### src/rtl/frs_cfg.svh
// constants for the flash rewrite and suspend controller
`ifndef FRS_CFG_SVH
`define FRS_CFG_SVH
`define FRS_CLK_MHZ 20
`define FRS_SETTLE_NS 2000
`define FRS_SETTLE_CYC ((`FRS_SETTLE_NS * `FRS_CLK_MHZ + 999) / 1000)
`define FRS_BUSY_CYC 64
// software register offsets
`define FRS_REG_CTRL_A 4'h0
`define FRS_REG_CTRL_B 4'h1
`define FRS_REG_SUSP 4'h2
`define FRS_REG_CMD 4'h3
// control register a fields
`define FRS_A_READY 0
`define FRS_A_ENABLE 1
`define FRS_A_UNLOCK 2
`define FRS_A_STOP 3
`define FRS_A_PERR 6
`define FRS_A_EERR 7
// control register b fields
`define FRS_B_INPLACE 1
`define FRS_B_LOCK0 5
`define FRS_B_LOCK1 6
// suspend register fields
`define FRS_S_EN 0
`define FRS_S_ERQ 1
`define FRS_S_PRQ 2
`define FRS_S_EACT 3
`define FRS_S_PACT 4
`define FRS_S_RDOK 6
// command register fields: [1:0] op, [2] block, [3] clear status
`define FRS_C_CLR 3
`endif

### src/rtl/frs_pkg.sv
// types shared by both ends of the flash rewrite controller
package frs_pkg;
  typedef enum logic [1:0] {
    FRS_OP_NONE,
    FRS_OP_PROG,
    FRS_OP_ERASE
  } frs_op_e;
  typedef enum logic [2:0] {
    FRS_ST_IDLE,
    FRS_ST_RUN,
    FRS_ST_SETTLE,
    FRS_ST_SUSP,
    FRS_ST_STOP
  } frs_state_e;
endpackage

### src/rtl/frs_link_if.sv
// link between the software side controller and the flash sequencer
`timescale 1ns/1ns
interface frs_link_if;
  import frs_pkg::*;
  logic [3:0] addr;
  logic [7:0] wdata;
  logic wr;
  logic rd;
  logic [7:0] rdata;
  logic irq;
  logic irq_ack;
  modport dev (
    input addr, wdata, wr, rd, irq,
    output rdata, irq_ack
  );
  modport cpu (
    output addr, wdata, wr, rd, irq,
    input rdata, irq_ack
  );
endinterface

### src/rtl/frs_device.sv
// flash rewrite sequencer: control registers, protection, suspend handling
`timescale 1ns/1ns
`include "frs_cfg.svh"
module frs_device
  import frs_pkg::*;
#(
  parameter int SETTLE_CYC = `FRS_SETTLE_CYC,
  parameter int BUSY_CYC = `FRS_BUSY_CYC
) (
  input wire logic clk_in,
  input wire logic rst_in,
  input wire logic ce_in,
  frs_link_if.dev link,
  input wire logic fail_in,
  input wire logic sleep_in,
  output logic flash_power_out,
  output logic flash_access_ok_out
);
  logic ena_q, unlock_q, stop_q, perr_q, eerr_q;
  logic inplace_q, lock0_q, lock1_q;
  logic susp_en_q, erq_q, prq_q;
  logic [7:0] rdata_q;
  logic irq_ack_q, pwr_q, acc_q;
  frs_state_e st_q;
  frs_op_e op_q;
  logic [15:0] work_q;
  logic settle_start, settle_done;
  logic wr_a, wr_b, wr_s, wr_c;
  logic [7:0] reg_a, reg_b, reg_s;
  logic cmd_ok, busy, req_now;

  function automatic logic blk_ok(input logic blk, input logic unl,
                                  input logic l0, input logic l1);
    blk_ok = unl && !(blk ? l1 : l0);
  endfunction

  assign wr_a = link.wr && link.addr == `FRS_REG_CTRL_A;
  assign wr_b = link.wr && link.addr == `FRS_REG_CTRL_B;
  assign wr_s = link.wr && link.addr == `FRS_REG_SUSP;
  assign wr_c = link.wr && link.addr == `FRS_REG_CMD;
  assign busy = (st_q != FRS_ST_IDLE) && (st_q != FRS_ST_STOP);
  // commands need enable, no stop, idle, and the block unprotected
  assign cmd_ok = wr_c && ena_q && !stop_q && st_q == FRS_ST_IDLE &&
    (link.wdata[1:0] == 2'h1 || link.wdata[1:0] == 2'h2) &&
    blk_ok(link.wdata[2], unlock_q, lock0_q, lock1_q);
  // current suspend request: by software bit, or by irq in place
  assign req_now = susp_en_q && (op_q == FRS_OP_ERASE ? erq_q : prq_q);

  always_comb begin
    reg_a = 8'h00;
    reg_a[`FRS_A_READY] = !busy;
    reg_a[`FRS_A_ENABLE] = ena_q;
    reg_a[`FRS_A_UNLOCK] = unlock_q;
    reg_a[`FRS_A_STOP] = stop_q;
    reg_a[`FRS_A_PERR] = perr_q;
    reg_a[`FRS_A_EERR] = eerr_q;
    reg_b = 8'h00;
    reg_b[`FRS_B_INPLACE] = inplace_q;
    reg_b[`FRS_B_LOCK0] = lock0_q;
    reg_b[`FRS_B_LOCK1] = lock1_q;
    reg_s = 8'h00;
    reg_s[`FRS_S_EN] = susp_en_q;
    reg_s[`FRS_S_ERQ] = erq_q;
    reg_s[`FRS_S_PRQ] = prq_q;
    reg_s[`FRS_S_EACT] = busy && op_q == FRS_OP_ERASE;
    reg_s[`FRS_S_PACT] = busy && op_q == FRS_OP_PROG;
    reg_s[`FRS_S_RDOK] = st_q == FRS_ST_SUSP;
  end

  frs_settle_timer #(.CYCLES(SETTLE_CYC)) u_settle (
    .clk_in(clk_in),
    .rst_in(rst_in),
    .ce_in(ce_in),
    .start_in(settle_start),
    .done_out(settle_done)
  );
  assign settle_start = cmd_ok || (st_q == FRS_ST_RUN && req_now && !inplace_q);

  // control register a and b
  always_ff @(posedge clk_in) begin
    if (rst_in) begin
      ena_q <= 1'b0;
      unlock_q <= 1'b0;
      stop_q <= 1'b0;
      inplace_q <= 1'b0;
      lock0_q <= 1'b1;
      lock1_q <= 1'b1;
    end else if (ce_in) begin
      if (wr_a) begin
        ena_q <= link.wdata[`FRS_A_ENABLE];
        unlock_q <= link.wdata[`FRS_A_ENABLE] && link.wdata[`FRS_A_UNLOCK];
        stop_q <= link.wdata[`FRS_A_STOP];
        if (!link.wdata[`FRS_A_ENABLE]) begin
          inplace_q <= 1'b0;
        end
      end
      if (wr_b && ena_q) begin
        inplace_q <= link.wdata[`FRS_B_INPLACE];
        lock0_q <= link.wdata[`FRS_B_LOCK0];
        lock1_q <= link.wdata[`FRS_B_LOCK1];
      end
    end
  end

  // suspend register; in-place irq sets the request bit itself
  always_ff @(posedge clk_in) begin
    if (rst_in) begin
      susp_en_q <= 1'b0;
      erq_q <= 1'b0;
      prq_q <= 1'b0;
    end else if (ce_in) begin
      if (wr_s) begin
        susp_en_q <= link.wdata[`FRS_S_EN];
      end
      if (!busy || stop_q) begin
        erq_q <= 1'b0;
        prq_q <= 1'b0;
      end else if (inplace_q && susp_en_q && link.irq && st_q == FRS_ST_RUN
                   && settle_done) begin
        erq_q <= erq_q || op_q == FRS_OP_ERASE;
        prq_q <= prq_q || op_q == FRS_OP_PROG;
      end else if (wr_s) begin
        // in place software may only clear; ram-run may set or clear
        erq_q <= link.wdata[`FRS_S_ERQ] && op_q == FRS_OP_ERASE &&
          (!inplace_q || erq_q);
        prq_q <= link.wdata[`FRS_S_PRQ] && op_q == FRS_OP_PROG &&
          (!inplace_q || prq_q);
      end
    end
  end

  // sequencer
  always_ff @(posedge clk_in) begin
    if (rst_in) begin
      st_q <= FRS_ST_IDLE;
      op_q <= FRS_OP_NONE;
      work_q <= 16'h0000;
      perr_q <= 1'b0;
      eerr_q <= 1'b0;
    end else if (ce_in) begin
      if (wr_c && link.wdata[`FRS_C_CLR]) begin
        perr_q <= 1'b0;
        eerr_q <= 1'b0;
      end
      case (st_q)
        FRS_ST_IDLE: begin
          if (stop_q) begin
            st_q <= FRS_ST_STOP;
          end else if (cmd_ok) begin
            st_q <= FRS_ST_RUN;
            op_q <= frs_op_e'(link.wdata[1:0]);
            work_q <= 16'(BUSY_CYC);
          end
        end
        FRS_ST_RUN: begin
          if (stop_q) begin
            st_q <= FRS_ST_STOP;
          end else if (req_now) begin
            st_q <= FRS_ST_SETTLE;
          end else if (work_q <= 16'h0001) begin
            st_q <= FRS_ST_IDLE;
            // placed after the clear above, so a failing end beats a clear
            if (fail_in && op_q == FRS_OP_PROG) begin
              perr_q <= 1'b1;
            end
            if (fail_in && op_q == FRS_OP_ERASE) begin
              eerr_q <= 1'b1;
            end
            op_q <= FRS_OP_NONE;
          end else begin
            work_q <= work_q - 16'h0001;
          end
        end
        FRS_ST_SETTLE: begin
          if (stop_q) begin
            st_q <= FRS_ST_STOP;
          end else if (!req_now) begin
            st_q <= FRS_ST_RUN;
          end else if (settle_done) begin
            st_q <= FRS_ST_SUSP;
          end
        end
        FRS_ST_SUSP: begin
          if (stop_q) begin
            st_q <= FRS_ST_STOP;
          end else if (!req_now) begin
            st_q <= FRS_ST_RUN;
          end
        end
        FRS_ST_STOP: begin
          op_q <= FRS_OP_NONE;
          if (!stop_q) begin
            st_q <= FRS_ST_IDLE;
          end
        end
        default: st_q <= FRS_ST_IDLE;
      endcase
    end
  end

  // outputs: read data, irq acknowledge, power, access
  always_ff @(posedge clk_in) begin
    if (rst_in) begin
      rdata_q <= 8'h00;
      irq_ack_q <= 1'b0;
      pwr_q <= 1'b1;
      acc_q <= 1'b1;
    end else if (ce_in) begin
      rdata_q <= 8'h00;
      if (link.rd) begin
        case (link.addr)
          `FRS_REG_CTRL_A: rdata_q <= reg_a;
          `FRS_REG_CTRL_B: rdata_q <= reg_b;
          `FRS_REG_SUSP: rdata_q <= reg_s;
          default: rdata_q <= 8'h00;
        endcase
      end
      // in place with suspend enabled the irq waits for the settle delay after the command
      irq_ack_q <= link.irq && !irq_ack_q &&
        (!inplace_q || !busy || !susp_en_q || settle_done);
      pwr_q <= !(stop_q && ena_q) && !(sleep_in && !ena_q);
      acc_q <= !stop_q && (!busy || st_q == FRS_ST_SUSP);
    end
  end
  assign link.rdata = rdata_q;
  assign link.irq_ack = irq_ack_q;
  assign flash_power_out = pwr_q;
  assign flash_access_ok_out = acc_q;
endmodule

### src/rtl/frs_settle_timer.sv
// down counter giving the suspend settle delay
`timescale 1ns/1ns
module frs_settle_timer #(
  parameter int CYCLES = 40
) (
  input wire logic clk_in,
  input wire logic rst_in,
  input wire logic ce_in,
  input wire logic start_in,
  output logic done_out
);
  logic [15:0] cnt_q;
  always_ff @(posedge clk_in) begin
    if (rst_in) begin
      cnt_q <= 16'h0000;
    end else if (ce_in) begin
      if (start_in) begin
        cnt_q <= 16'(CYCLES);
      end else if (cnt_q != 16'h0000) begin
        cnt_q <= cnt_q - 16'h0001;
      end
    end
  end
  assign done_out = (cnt_q == 16'h0000) && !start_in;
endmodule

### src/flat_wrapper.sv
// flat-port wrapper written by rule: the top's interface ports become plain ports
module frs_device_flat import frs_pkg::*;
#(
  parameter int SETTLE_CYC = `FRS_SETTLE_CYC,
  parameter int BUSY_CYC = `FRS_BUSY_CYC
)
  (clk_in, rst_in, ce_in, fail_in, sleep_in, flash_power_out, flash_access_ok_out, link_addr, link_wdata, link_wr, link_rd, link_irq, link_rdata, link_irq_ack);
  frs_link_if link_i ();
  input wire logic clk_in;
  input wire logic rst_in;
  input wire logic ce_in;
  input wire logic fail_in;
  input wire logic sleep_in;
  output logic flash_power_out;
  output logic flash_access_ok_out;
  input wire logic [$bits(link_i.addr)-1:0] link_addr;
  input wire logic [$bits(link_i.wdata)-1:0] link_wdata;
  input wire logic [$bits(link_i.wr)-1:0] link_wr;
  input wire logic [$bits(link_i.rd)-1:0] link_rd;
  input wire logic [$bits(link_i.irq)-1:0] link_irq;
  output wire logic [$bits(link_i.rdata)-1:0] link_rdata;
  output wire logic [$bits(link_i.irq_ack)-1:0] link_irq_ack;
  assign link_i.addr = link_addr;
  assign link_i.wdata = link_wdata;
  assign link_i.wr = link_wr;
  assign link_i.rd = link_rd;
  assign link_i.irq = link_irq;
  assign link_rdata = link_i.rdata;
  assign link_irq_ack = link_i.irq_ack;
  frs_device #(.SETTLE_CYC(SETTLE_CYC), .BUSY_CYC(BUSY_CYC)) u_core (.clk_in(clk_in), .rst_in(rst_in), .ce_in(ce_in), .link(link_i), .fail_in(fail_in), .sleep_in(sleep_in), .flash_power_out(flash_power_out), .flash_access_ok_out(flash_access_ok_out));
endmodule
### config.mk
export PLATFORM = sky130hd
export DESIGN_NAME = frs_device_flat
export DESIGN_NICKNAME = d
export VERILOG_FILES = /design/src/rtl/frs_pkg.sv /design/src/rtl/frs_link_if.sv /design/src/rtl/frs_device.sv /design/src/rtl/frs_settle_timer.sv /design/src/flat_wrapper.sv
export VERILOG_INCLUDE_DIRS = /design/src /design/src/rtl
export SDC_FILE = /design/constraint.sdc
export NUM_CORES = 1
export LEC_CHECK = 0
export BUFFER_PORTS_ARGS = -buffer_cell sky130_fd_sc_hd__buf_2
export CAP_MARGIN = 40
export CORE_MARGIN = 1.5
export CORE_UTILIZATION = 25
export DETAILED_ROUTE_END_ITERATION = 8
export HOLD_SLACK_MARGIN = 0.06
export PLACE_DENSITY = 0.43
export SYNTH_ARGS = -nofsm -noshare
export SYNTH_HDL_FRONTEND = slang
export SYNTH_SLANG_ARGS = --single-unit
export TNS_END_PERCENT = 20
### constraint.sdc
create_clock -name clk_in -period 2.35 [get_ports clk_in]
set_input_delay 0.235 -clock clk_in [delete_from_list [all_inputs] [get_ports clk_in]]
set_output_delay 0.235 -clock clk_in [all_outputs]
set_load 0.01 [all_outputs]
Yosys cells after proc, flatten, opt, wreduce, memory -nomap -nowiden
Cells that the tools add are included.

storage, ports and cells
  bits in registers = 59
  latch bits = 0
  ROM bits = 0
  output and inout bits = 11
  memories kept = 0
  word-level logic and storage cells = 173
  RAM bits = 0

operators by class
  equal/unequal tests = 24
  divide/modulo/power cells = 0
  bitwise operators = 0
  muxes and demuxes = 51
  reductions and logical operators = 76
  multipliers = 0
  order comparisons = 1
  add/sub/neg operators = 2
  shift operators = 0

operators by type and width
  operator                                              number
  two-way mux 16 bit                                    7
  logical AND 1 bit                                     36
  two-way mux 3 bit                                     11
  case mux 16 bit (2 select lines)                      1
  subtractor 16 x 1 -> 16 bit, second input constant    2
  case mux 8 bit (3 select lines)                       1
  two-way mux 1 bit                                     23
  <= comparator 16 x 1 -> 1 bit, second input constant  1
  zero test 16 bit                                      1
  nonzero test 16 bit                                   1
  case mux 3 bit (5 select lines)                       1
  AND reduction 7 bit                                   2
  != test 2 bit, second input constant                  6
  logical OR 1 bit                                      11
  zero test 1 bit                                       10
  two-way mux 2 bit                                     5
  AND reduction 2 bit                                   5
  nonzero test 3 bit                                    3
  == test 4 x 2 -> 1 bit, second input constant         2
  two-way mux 8 bit                                     1
  != test 4 x 2 -> 1 bit, second input constant         2
  == test 3 x 2 -> 1 bit, second input constant         2
  case mux 2 bit (3 select lines)                       1
  AND reduction 6 bit                                   1
  other kinds (13)                                      18

Longest topological paths before layout
Gate-level depths: netlist (run 1).

  depth after elaboration = 14
  mapped depth = 9
  mapped depth without buffers = 7

Hierarchy
Synthesis (run 1) repeated with hierarchy kept, for this count alone.

unflattened totals
  cell total of the unflattened synthesis = 424
  area total of the unflattened synthesis = 3579.7 um2

modules (own cells, without submodules)
  module            cells each  instances  area each (um2)
  frs_device        320         1          2688.8
  frs_settle_timer  104         1          890.9

Least setup slack after synthesis (run 1)
OpenSTA, ideal clock, no wires.

  path kind = reg-to-reg
  start = register u_core.work_q[2]
  end = register u_core.work_q[10]
  data required time = 2.280 ns
  slack = 0.087 ns
  path buffers = 1
  cell stages (with the launch flop) = 7
  arrival = 2.193 ns
  period minus slack after synthesis = 2.263 ns
  path through = dfxtp_1 > or4_1 > buf_2 > or2_1 > or4_1 > or4_1 > a21oi_1

between the ends
  cells in the longest elaborated chain, start to end = 5
  elaborated cells on any way between the ends = 8
  those cells by class = add/sub (1); order compare (1); eq/ne (1); mux (4); reduce/logical (1)

ends and longest elaborated chain
  element                           RTL line           source
  start: declaration                frs_device.sv:26   logic [15:0] work_q;
  start signal: assignment          frs_device.sv:152  work_q <= 16'(BUSY_CYC);
  start signal: assignment          frs_device.sv:171  work_q <= work_q - 16'h0001;
  subtractor 16 x 1 -> 16 bit       frs_device.sv:171
  two-way mux 16 bit                frs_device.sv:160  end else if (work_q <= 16'h0001) begin
  two-way mux 16 bit                frs_device.sv:158  end else if (req_now) begin
  two-way mux 16 bit                frs_device.sv:156  if (stop_q) begin
  case mux 16 bit (2 select lines)  frs_device.sv:145  case (st_q)

Parallel ways exist; a longest one is shown, timed or not. The select of a mux whose other input is x is not followed.
A chain may end at the register's enable or synchronous reset.

Final worst setup path (run 1)
  start = register u_core.work_q[2]
  end = register u_core.op_q[1]

between the ends
  cells in the longest elaborated chain, start to end = 3

ends and longest elaborated chain
  element                        RTL line           source
  <= comparator 16 x 1 -> 1 bit  frs_device.sv:160
  != test 2 bit (no line)        n/a
  AND reduction 7 bit (no line)  n/a
  end signal: assignment         frs_device.sv:151  op_q <= frs_op_e'(link.wdata[1:0]);
  end: declaration               frs_device.sv:25   frs_op_e op_q;

Every way passes these cells.

==> metrics.md, run 1 <==
| Metric | Value |
|---|---|
| FF-to-FF setup slack | 80 ps |
| Post-DP Area | 4040 um^2 |
| Max clock buf depth | 2 |
| Drt pass-1 iters | 4 |
| DRT iter0 DRCs | 180 |
| Critical-path cell list | or4_4 > nor4_2 > buf_4 > nand3_1 > a2111o_1 > mux2i_1 |
| Final #Nets | 513 |
| Post-synth EDFFs | 0 |
| CP Launch Type | flop |
| Kind of critical path | flop to flop |
| Minimum hold slack | 120 ps |
| Die Wd | 121 um |
| First-pass GRT wire length | 16100 um |
| Ys Warns | 0 |
| Final Max Tran Viols | 0 |
| Area of the core | 13300 um^2 |
| Yosys cell types | 60 |
| Hold Vio Cnt, Final | 0 |
| Sw frac | 31.4% |
| RSZ-0062 raised after global routing | false |
| #FFs+latches synth | 59 |
| Clk network pwr share | 38.3% |
| GPL Wtd Cong | 0.794 |
| Clock sinks | 59 |
| Core Rows | 42 |
| Post-DP HPWL | 7210 um |
| Run status | finished clean |
| Total track usage | 13.9% |
| TritonCTS clock tree | done |
| Clock insertion delay at the later pin of the skew report | 330 ps |
| Critical path fanouts, max | 5 |
| Pint | 0.00259 W |
| H-tree Lvls | 3 |
| Clock transition at the registers of the reported paths | 50 ps |
| R2R cell count | 6 |
| Cts bufs inserted | 9 |
| Power Density | 862 nW/um^2 |
| VDD IR max | 0.410 mV |
| Fin Setup TNS | 0 ps |
| Comb power frac | 29.8% |
| Slowest Stage Delay on Critical Path | 570 ps |
| Crit-path slowest cell | or4_4 |
| Skew final | 5.73 ps |
| Part of the cycle the worst path needs | 96.7% |
| Yosys top cell by area | dfxtp_1 |
| Worst Hold Endpoint | u_core.lock0_q$_SDFFE_PP1P_ |
| Post-synthesis sequential area ratio | 34.2% |
| Synth cell count leaders | dfxtp_1 (59), nand2_1 (44), a21oi_1 (39) |
| Hold depth | 3 |
| R2r endpoint | u_core.op_q[1]$_SDFFE_PP0P_ |
| Synth Area per Inst | 8.03 um^2 |
| Initial Util | 25.9% |
| Final WL | 9730 um |
| Ys async rst share | 0% |
| Post-route cell area | 4380 um^2 |
| Most used DFF post-synth | dfxtp_1 |
| Total gr overflow | 0 |
| Reg-to-reg startpoint | u_core.work_q[2]$_SDFFE_PP0P_ |
| Clock root buffer | clkbuf_16 |
| Worst Setup End Kind | flop |
| DR WL/cell | 14.5 um |
| Initial antenna violation count | 0 |
| Layout cells sized above 1 | 21.4% |
| IO Count | 31 |
| Sequential share of power | 32.0% |
| HP Class | input pin to flop |
| Post-route DRC | 0 |
| Main area contributors after synthesis | dfxtp_1 (34%), mux2i_1 (6.1%), a21oi_1 (5.7%) |
| Gate Count Post-Synth | 430 |
| Synthesis-to-layout area growth | 26.9% |
| I/O Buffers | 28 |
| Largest net degree at the start of global routing | 25 |
| Rel. slew slack | 54.5% |
| Routed via count | 3401 |
| Die area | 14500 um^2 |
| Min cycle time layout | 2270 ps |
| Leak Pwr | 1.72 nW |
| Setup WS post-layout | 78.4 ps |
| Final setup viols | 0 |
| Hold Buf Count CTS | 0 |
| Max-cap violations | 0 |
| Vias in the first global route | 3230 |
| Post-Syn Nets | 453 |
| FMAX | 440 MHz |
| Worst Path Required | 2560 ps |
| Crit path DAT | 2490 ps |
| Routed Antenna Nets | 0 |
| Synthesized area | 3450 um^2 |
| # diodes | 0 |
| Pre-CTS WS | 52.2 ps |
| Count leader, synth | dfxtp_1 |
| Worst-margin pin slew | 680 ps |
| Die H | 121 um |
| Filler cells | 1438 |
| P_sw | 0.00119 W |
| Hold path startpoint | link_wdata[5] |
| Area share of the largest cell type after synthesis | 34.2% |
| Vias per cell | 5.07 |
## flip-flops by register name, summed over array words and instances, names as in the netlist, 2 cells and up
name and cells:
u_core.link.rdata 8, u_core.u_settle.cnt_q 16, u_core.st_q 3, u_core.work_q 16, u_core.op_q 2
## worst max-delay path, delay by kind of cell, from the launching register on
family	cells	cell delay, ps
simple gates	3	1030
compound gates	1	470
buf+inv	1	200
flops	1	310
mux	1	140
## power by group through the flow
stage	Sequential, W	Clock (W)	Combinational, W
after global placement	0.00122	0	0.00111
final	0.00121	0.00145	0.00113
after global routing	0.00123	0.00153	0.00125
after detailed placement	0.00123	0	0.00112
after CTS	0.00121	0.00149	0.00112
after floorplan	0.00121	0	0.000783
## metal layers
metal  track usage (%)  wire, um  vias up
li1                  -         -     1740
met1              18.5      4850     1612
met2              22.1      4380       38
met3              3.16       321       11
met4              4.78       172        0
met5                 0         0        -
## final cells by class
type / count / area, um^2 / share of cell area (%)
timing repair buffer: 70 / 455 / 10.4
clock buffer: 11 / 253 / 5.76
sequential: 59 / 1180 / 26.9
clock inverter: 5 / 75.1 / 1.71
inverter: 13 / 48.8 / 1.11
tap: 176 / 220 / 5.02
multi-input combinational: 337 / 2150 / 49.1
## cells in the final DEF, fill, tap and decap left out, drive strengths merged, types with 3 or more instances in the layout
cell type | synthesis | final
a2111oi | 5 | 5
a211oi | 9 | 9
a21oi | 39 | 39
a22oi | 5 | 5
and2 | 5 | 5
and3 | 6 | 6
buf | 8 | 70
clkbuf | 13 | 11
clkinv | 2 | 5
dfxtp | 59 | 59
ha | 3 | 3
inv | 11 | 11
mux2i | 21 | 21
nand2 | 44 | 44
nand2b | 14 | 14
nand3 | 12 | 12
nand4 | 10 | 10
nand4b | 4 | 4
nor2 | 33 | 33
nor2b | 8 | 8
nor3 | 9 | 9
nor4 | 13 | 13
o211ai | 8 | 8
o21ai | 16 | 16
o31ai | 8 | 8
o41ai | 3 | 3
or2 | 7 | 7
or3 | 10 | 10
or4 | 11 | 11
## what timing repair did
action / 4_1_cts / 5_1_grt
buffers inserted: 0 / 0
setup endpoints to repair: 0 / 10
hold endpoints to repair: 0 / 0
gates resized for setup: 0 / 5
## cells by family after synthesis
kind of cell	count (synthesis)	synth area share [%]
DFF	59	34.2
AOI/OAI and AO/OA	115	22.2
adders and majority gates	3	1.09
xor gates and xnor gates	1	0.254
and+or+nand+nor	196	31.5
muxes	22	6.41
buffers and inverters	34	4.31
## worst max path at each step
stage,start,slack (ps),end,cells after the start
after floorplan,u_core.work_q[2]$_SDFFE_PP0P_,90,u_core.work_q[10]$_SDFFE_PP0P_,6
after global placement,u_core.work_q[2]$_SDFFE_PP0P_,50,u_core.work_q[10]$_SDFFE_PP0P_,5
after detailed placement,u_core.work_q[2]$_SDFFE_PP0P_,50,u_core.work_q[10]$_SDFFE_PP0P_,5
after CTS,u_core.work_q[2]$_SDFFE_PP0P_,30,u_core.work_q[10]$_SDFFE_PP0P_,5
after global routing,u_core.op_q[1]$_SDFFE_PP0P_,10,u_core.work_q[3]$_SDFFE_PP0P_,6
final,u_core.work_q[2]$_SDFFE_PP0P_,80,u_core.op_q[1]$_SDFFE_PP0P_,6
## per-stage QoR
stage	total power, W	instances	utilization, %
final	0.00378	671	32.8
after floorplan	0.00199	430	-
after CTS	0.00382	671	32.7
after detailed placement	0.00234	655	30.2
after global routing	0.00401	671	32.8
after global placement	0.00233	655	30.2
Power figures use the tool's default switching activity.
==> run 2: changes to the inputs <==
PLACE_DENSITY = 0.42   (was 0.43)
SYNTH_HIERARCHICAL = 1   (was not set)
==> run 2 against run 1 <==
  * The flow now finishes with violations (negative setup slack)
  * Highest routed layer unchanged
  * Clock skew rose by 1.0 ps
  * First-iteration DRC count rose by 26%
  * Clock power rose by 7%
  * Worst hold slack got worse by 5.3 ps
  * Critical path depth rose by 8
  * Wire length rose by 11%
  * Cell area rose by 6.0%
==> metrics.md, run 2 <==
| Metric | Value |
|---|---|
| Total gr overflow | 0 (unchanged) |
| Worst Setup End Kind | flop (unchanged) |
| FMAX | 421 MHz (was 440 MHz) |
| Drt pass-1 iters | 4 (unchanged) |
| Hold Vio Cnt, Final | 0 (unchanged) |
| Clock sinks | 59 (unchanged) |
| Max-cap violations | 0 (unchanged) |
| H-tree Lvls | 3 (unchanged) |
| Sequential share of power | 29.5% (was 32.0%) |
| I/O Buffers | 28 (unchanged) |
| Area of the core | 13900 um^2 (was 13300 um^2) |
| Crit path DAT | 2650 ps (was 2490 ps) |
| #FFs+latches synth | 59 (unchanged) |
| Die Wd | 123 um (was 121 um) |
| Post-DP Area | 4280 um^2 (was 4040 um^2) |
| Skew final | 6.76 ps (was 5.73 ps) |
| VDD IR max | 0.446 mV (was 0.410 mV) |
| Comb power frac | 34.8% (was 29.8%) |
| DRT iter0 DRCs | 227 (was 180) |
| Vias in the first global route | 3429 (was 3230) |
| Final #Nets | 521 (was 513) |
| Minimum hold slack | 115 ps (was 120 ps) |
| Post-Syn Nets | 447 (was 453) |
| Post-synthesis sequential area ratio | 33.0% (was 34.2%) |
| Post-DP HPWL | 7950 um (was 7210 um) |
| Worst Path Required | 2620 ps (was 2560 ps) |
| Sw frac | 33.1% (was 31.4%) |
| Count leader, synth | dfxtp_1 (unchanged) |
| Main area contributors after synthesis | dfxtp_1 (33%), mux2i_1 (6.7%), a21oi_1 (4.9%) (was dfxtp_1 (34%), mux2i_1 (6.1%), a21oi_1 (5.7%)) |
| Rel. slew slack | 54.0% (was 54.5%) |
| Leak Pwr | 1.89 nW (was 1.72 nW) |
| Commonest non-fill, non-tap cell in the layout | buf_4 (was dfxtp_1) |
| Clk network pwr share | 35.7% (was 38.3%) |
| Pre-CTS WS | -122 ps (was 52.2 ps) |
| CP Launch Type | flop (unchanged) |
| Met1 GRT Util | 20.6% (was 18.5%) |
| Yosys cell types | 70 (was 60) |
| IO Count | 31 (unchanged) |
| Die H | 123 um (was 121 um) |
| Synthesized area | 3580 um^2 (was 3450 um^2) |
| Pint | 0.00291 W (was 0.00259 W) |
| Critical path fanouts, max | 5 (unchanged) |
| RSZ-0062 raised after global routing | true (was false) |
| Most used DFF post-synth | dfxtp_1 (unchanged) |
| Post-synth EDFFs | 0 (unchanged) |
| Clock insertion delay at the later pin of the skew report | 340 ps (was 330 ps) |
| Run status | finished, violations left (was finished clean) |
| Final setup viols | 1 (was 0) |
| P_sw | 0.00144 W (was 0.00119 W) |
| Clock root buffer | clkbuf_16 (unchanged) |
| Yosys top cell by area | dfxtp_1 (unchanged) |
| Synth Area per Inst | 8.44 um^2 (was 8.03 um^2) |
| Area share of the largest cell type after synthesis | 33.0% (was 34.2%) |
| Largest net degree at the start of global routing | 30 (was 25) |
| # diodes | 0 (unchanged) |
| TritonCTS clock tree | done (unchanged) |
| Routed via count | 3558 (was 3401) |
| Cts bufs inserted | 9 (unchanged) |
| Initial Util | 25.7% (was 25.9%) |
| Core Rows | 43 (was 42) |
| Global Route met2 Usage | 24.0% (was 22.1%) |
| Worst-margin pin slew | 691 ps (was 680 ps) |
| Total track usage | 15.3% (was 13.9%) |
| HP Class | input pin to flop (unchanged) |
| Max clock buf depth | 2 (unchanged) |
| Power Density | 934 nW/um^2 (was 862 nW/um^2) |
| Final Max Tran Viols | 0 (unchanged) |
| Ys async rst share | 0% (unchanged) |
| Initial antenna violation count | 0 (unchanged) |
| First-pass GRT wire length | 17800 um (was 16100 um) |
| Die area | 15000 um^2 (was 14500 um^2) |
| Tot Pwr | 0.00434 W (was 0.00378 W) |
| Synth cell count leaders | dfxtp_1 (59), a21oi_1 (35), nand2_1 (34) (was dfxtp_1 (59), nand2_1 (44), a21oi_1 (39)) |
| Failing checks | negative setup slack |
| Min cycle time layout | 2380 ps (was 2270 ps) |
| Fin Setup TNS | -26.1 ps (was 0 ps) |
| Final WL | 10800 um (was 9730 um) |
| Met3 Use GR | 3.25% (was 3.16%) |
| Part of the cycle the worst path needs | 101% (was 96.7%) |
| GPL Wtd Cong | 0.800 (was 0.794) |
| Commonest non-fill, non-tap cells in the layout | buf_4 (61), dfxtp_1 (55), nand2_1 (34), a21oi_1 (34), buf_2 (28) (was dfxtp_1 (59), nand2_1 (44), buf_4 (42), a21oi_1 (39), nor2_1 (33)) |
| Vias per cell | 5.21 (was 5.07) |
| Post-route cell area | 4650 um^2 (was 4380 um^2) |
| Clock transition at the registers of the reported paths | 60 ps (was 50 ps) |
| DR WL/cell | 15.8 um (was 14.5 um) |
| Post-route DRC | 0 (unchanged) |
| GRT busiest layer | met2 (unchanged) |
| Synthesis-to-layout area growth | 29.8% (was 26.9%) |
| Routed Antenna Nets | 0 (unchanged) |
| Ys Warns | 6 (was 0) |
| Layout cells sized above 1 | 27.6% (was 21.4%) |
| Kind of critical path | flop to flop (unchanged) |
| Gate Count Post-Synth | 424 (was 430) |
| Setup WS post-layout | -26.1 ps (was 78.4 ps) |
-- run 2: per-stage QoR --
stage,util (%),instances
finish,33.4,683
floorplan,-,424
CTS,33.2,681
global route,33.4,683
detailed placement,30.7,665
global placement,30.7,665
-- run 2: kinds of logic (layout without fill, tap and decap cells) --
| family | Yosys count | after routing | share of synthesized area, % |
|---|---|---|---|
| and+or+nand+nor | 165 | 165 | 26.5 |
| AOI/OAI and AO/OA | 135 | 135 | 27.4 |
| DFF | 59 | 59 | 33.0 |
| buffers and inverters | 36 | 115 | 4.86 |
| muxes | 24 | 24 | 6.71 |
| adders and majority gates | 3 | 3 | 1.05 |
| xor gates and xnor gates | 2 | 2 | 0.489 |
-- run 2: cell type report --
cell class                 count  area, um^2
inverter                      10        37.5
timing repair buffer          89         598
fill                        1465        9290
clock buffer                  11         243
clock inverter                 5         100
tap                          180         225
sequential                    59        1190
multi-input combinational    329        2260
-- run 2: power by group through the flow --
| stage | logic [W] | clock network (W) | registers [W] |
|---|---|---|---|
| after floorplan | 0.000951 | 0 | 0.00126 |
| after global placement | 0.00144 | 0 | 0.00129 |
| after detailed placement | 0.00145 | 0 | 0.00130 |
| after CTS | 0.00146 | 0.00159 | 0.00128 |
| after global routing | 0.00167 | 0.00163 | 0.00131 |
| final | 0.00151 | 0.00155 | 0.00128 |
-- run 2: final timing paths --
| path | slack, ps | from | cells after the start | to |
|---|---|---|---|---|
| setup / recovery | -30 | u_core/ena_q$_SDFFE_PP0P_ | 14 | u_core/st_q[0]$_SDFFE_PP0P_ |
| hold reg to reg | 460 | u_core/link.rdata[7]$_SDFFE_PP0P_ | 2 | u_core/link.rdata[7]$_SDFFE_PP0P_ |
| hold / removal | 110 | link_wdata[6] | 3 | u_core/lock1_q$_SDFFE_PP1P_ |
| setup reg to reg | -30 | u_core/ena_q$_SDFFE_PP0P_ | 14 | u_core/st_q[0]$_SDFFE_PP0P_ |
-- run 2: what timing repair did --
item	CTS	global route
cloned	0	0
setup buffers	0	2
endpoints found under the setup margin	3	11
gates resized for setup	2	5
pin swaps	1	5
hold buffers	0	0
-- run 2: metal layers --
layer	vias up	part of all wire, %
met3	12	3.3
met4	0	1.5
met1	1710	49
met5	-	0
li1	1779	-
met2	57	46
-- run 2: critical path: stages, from the launching register on --
cell	delay, ps
dfxtp_1	310
and4_1	190
nand4_1	120
or2_4	150
o31ai_4	80
nor3_2	150
nand3_1	120
nor2_1	130
buf_4	150
nand2b_1	60
nand3b_1	80
o211ai_1	90
buf_4	160
or4_1	390
a21oi_1	150
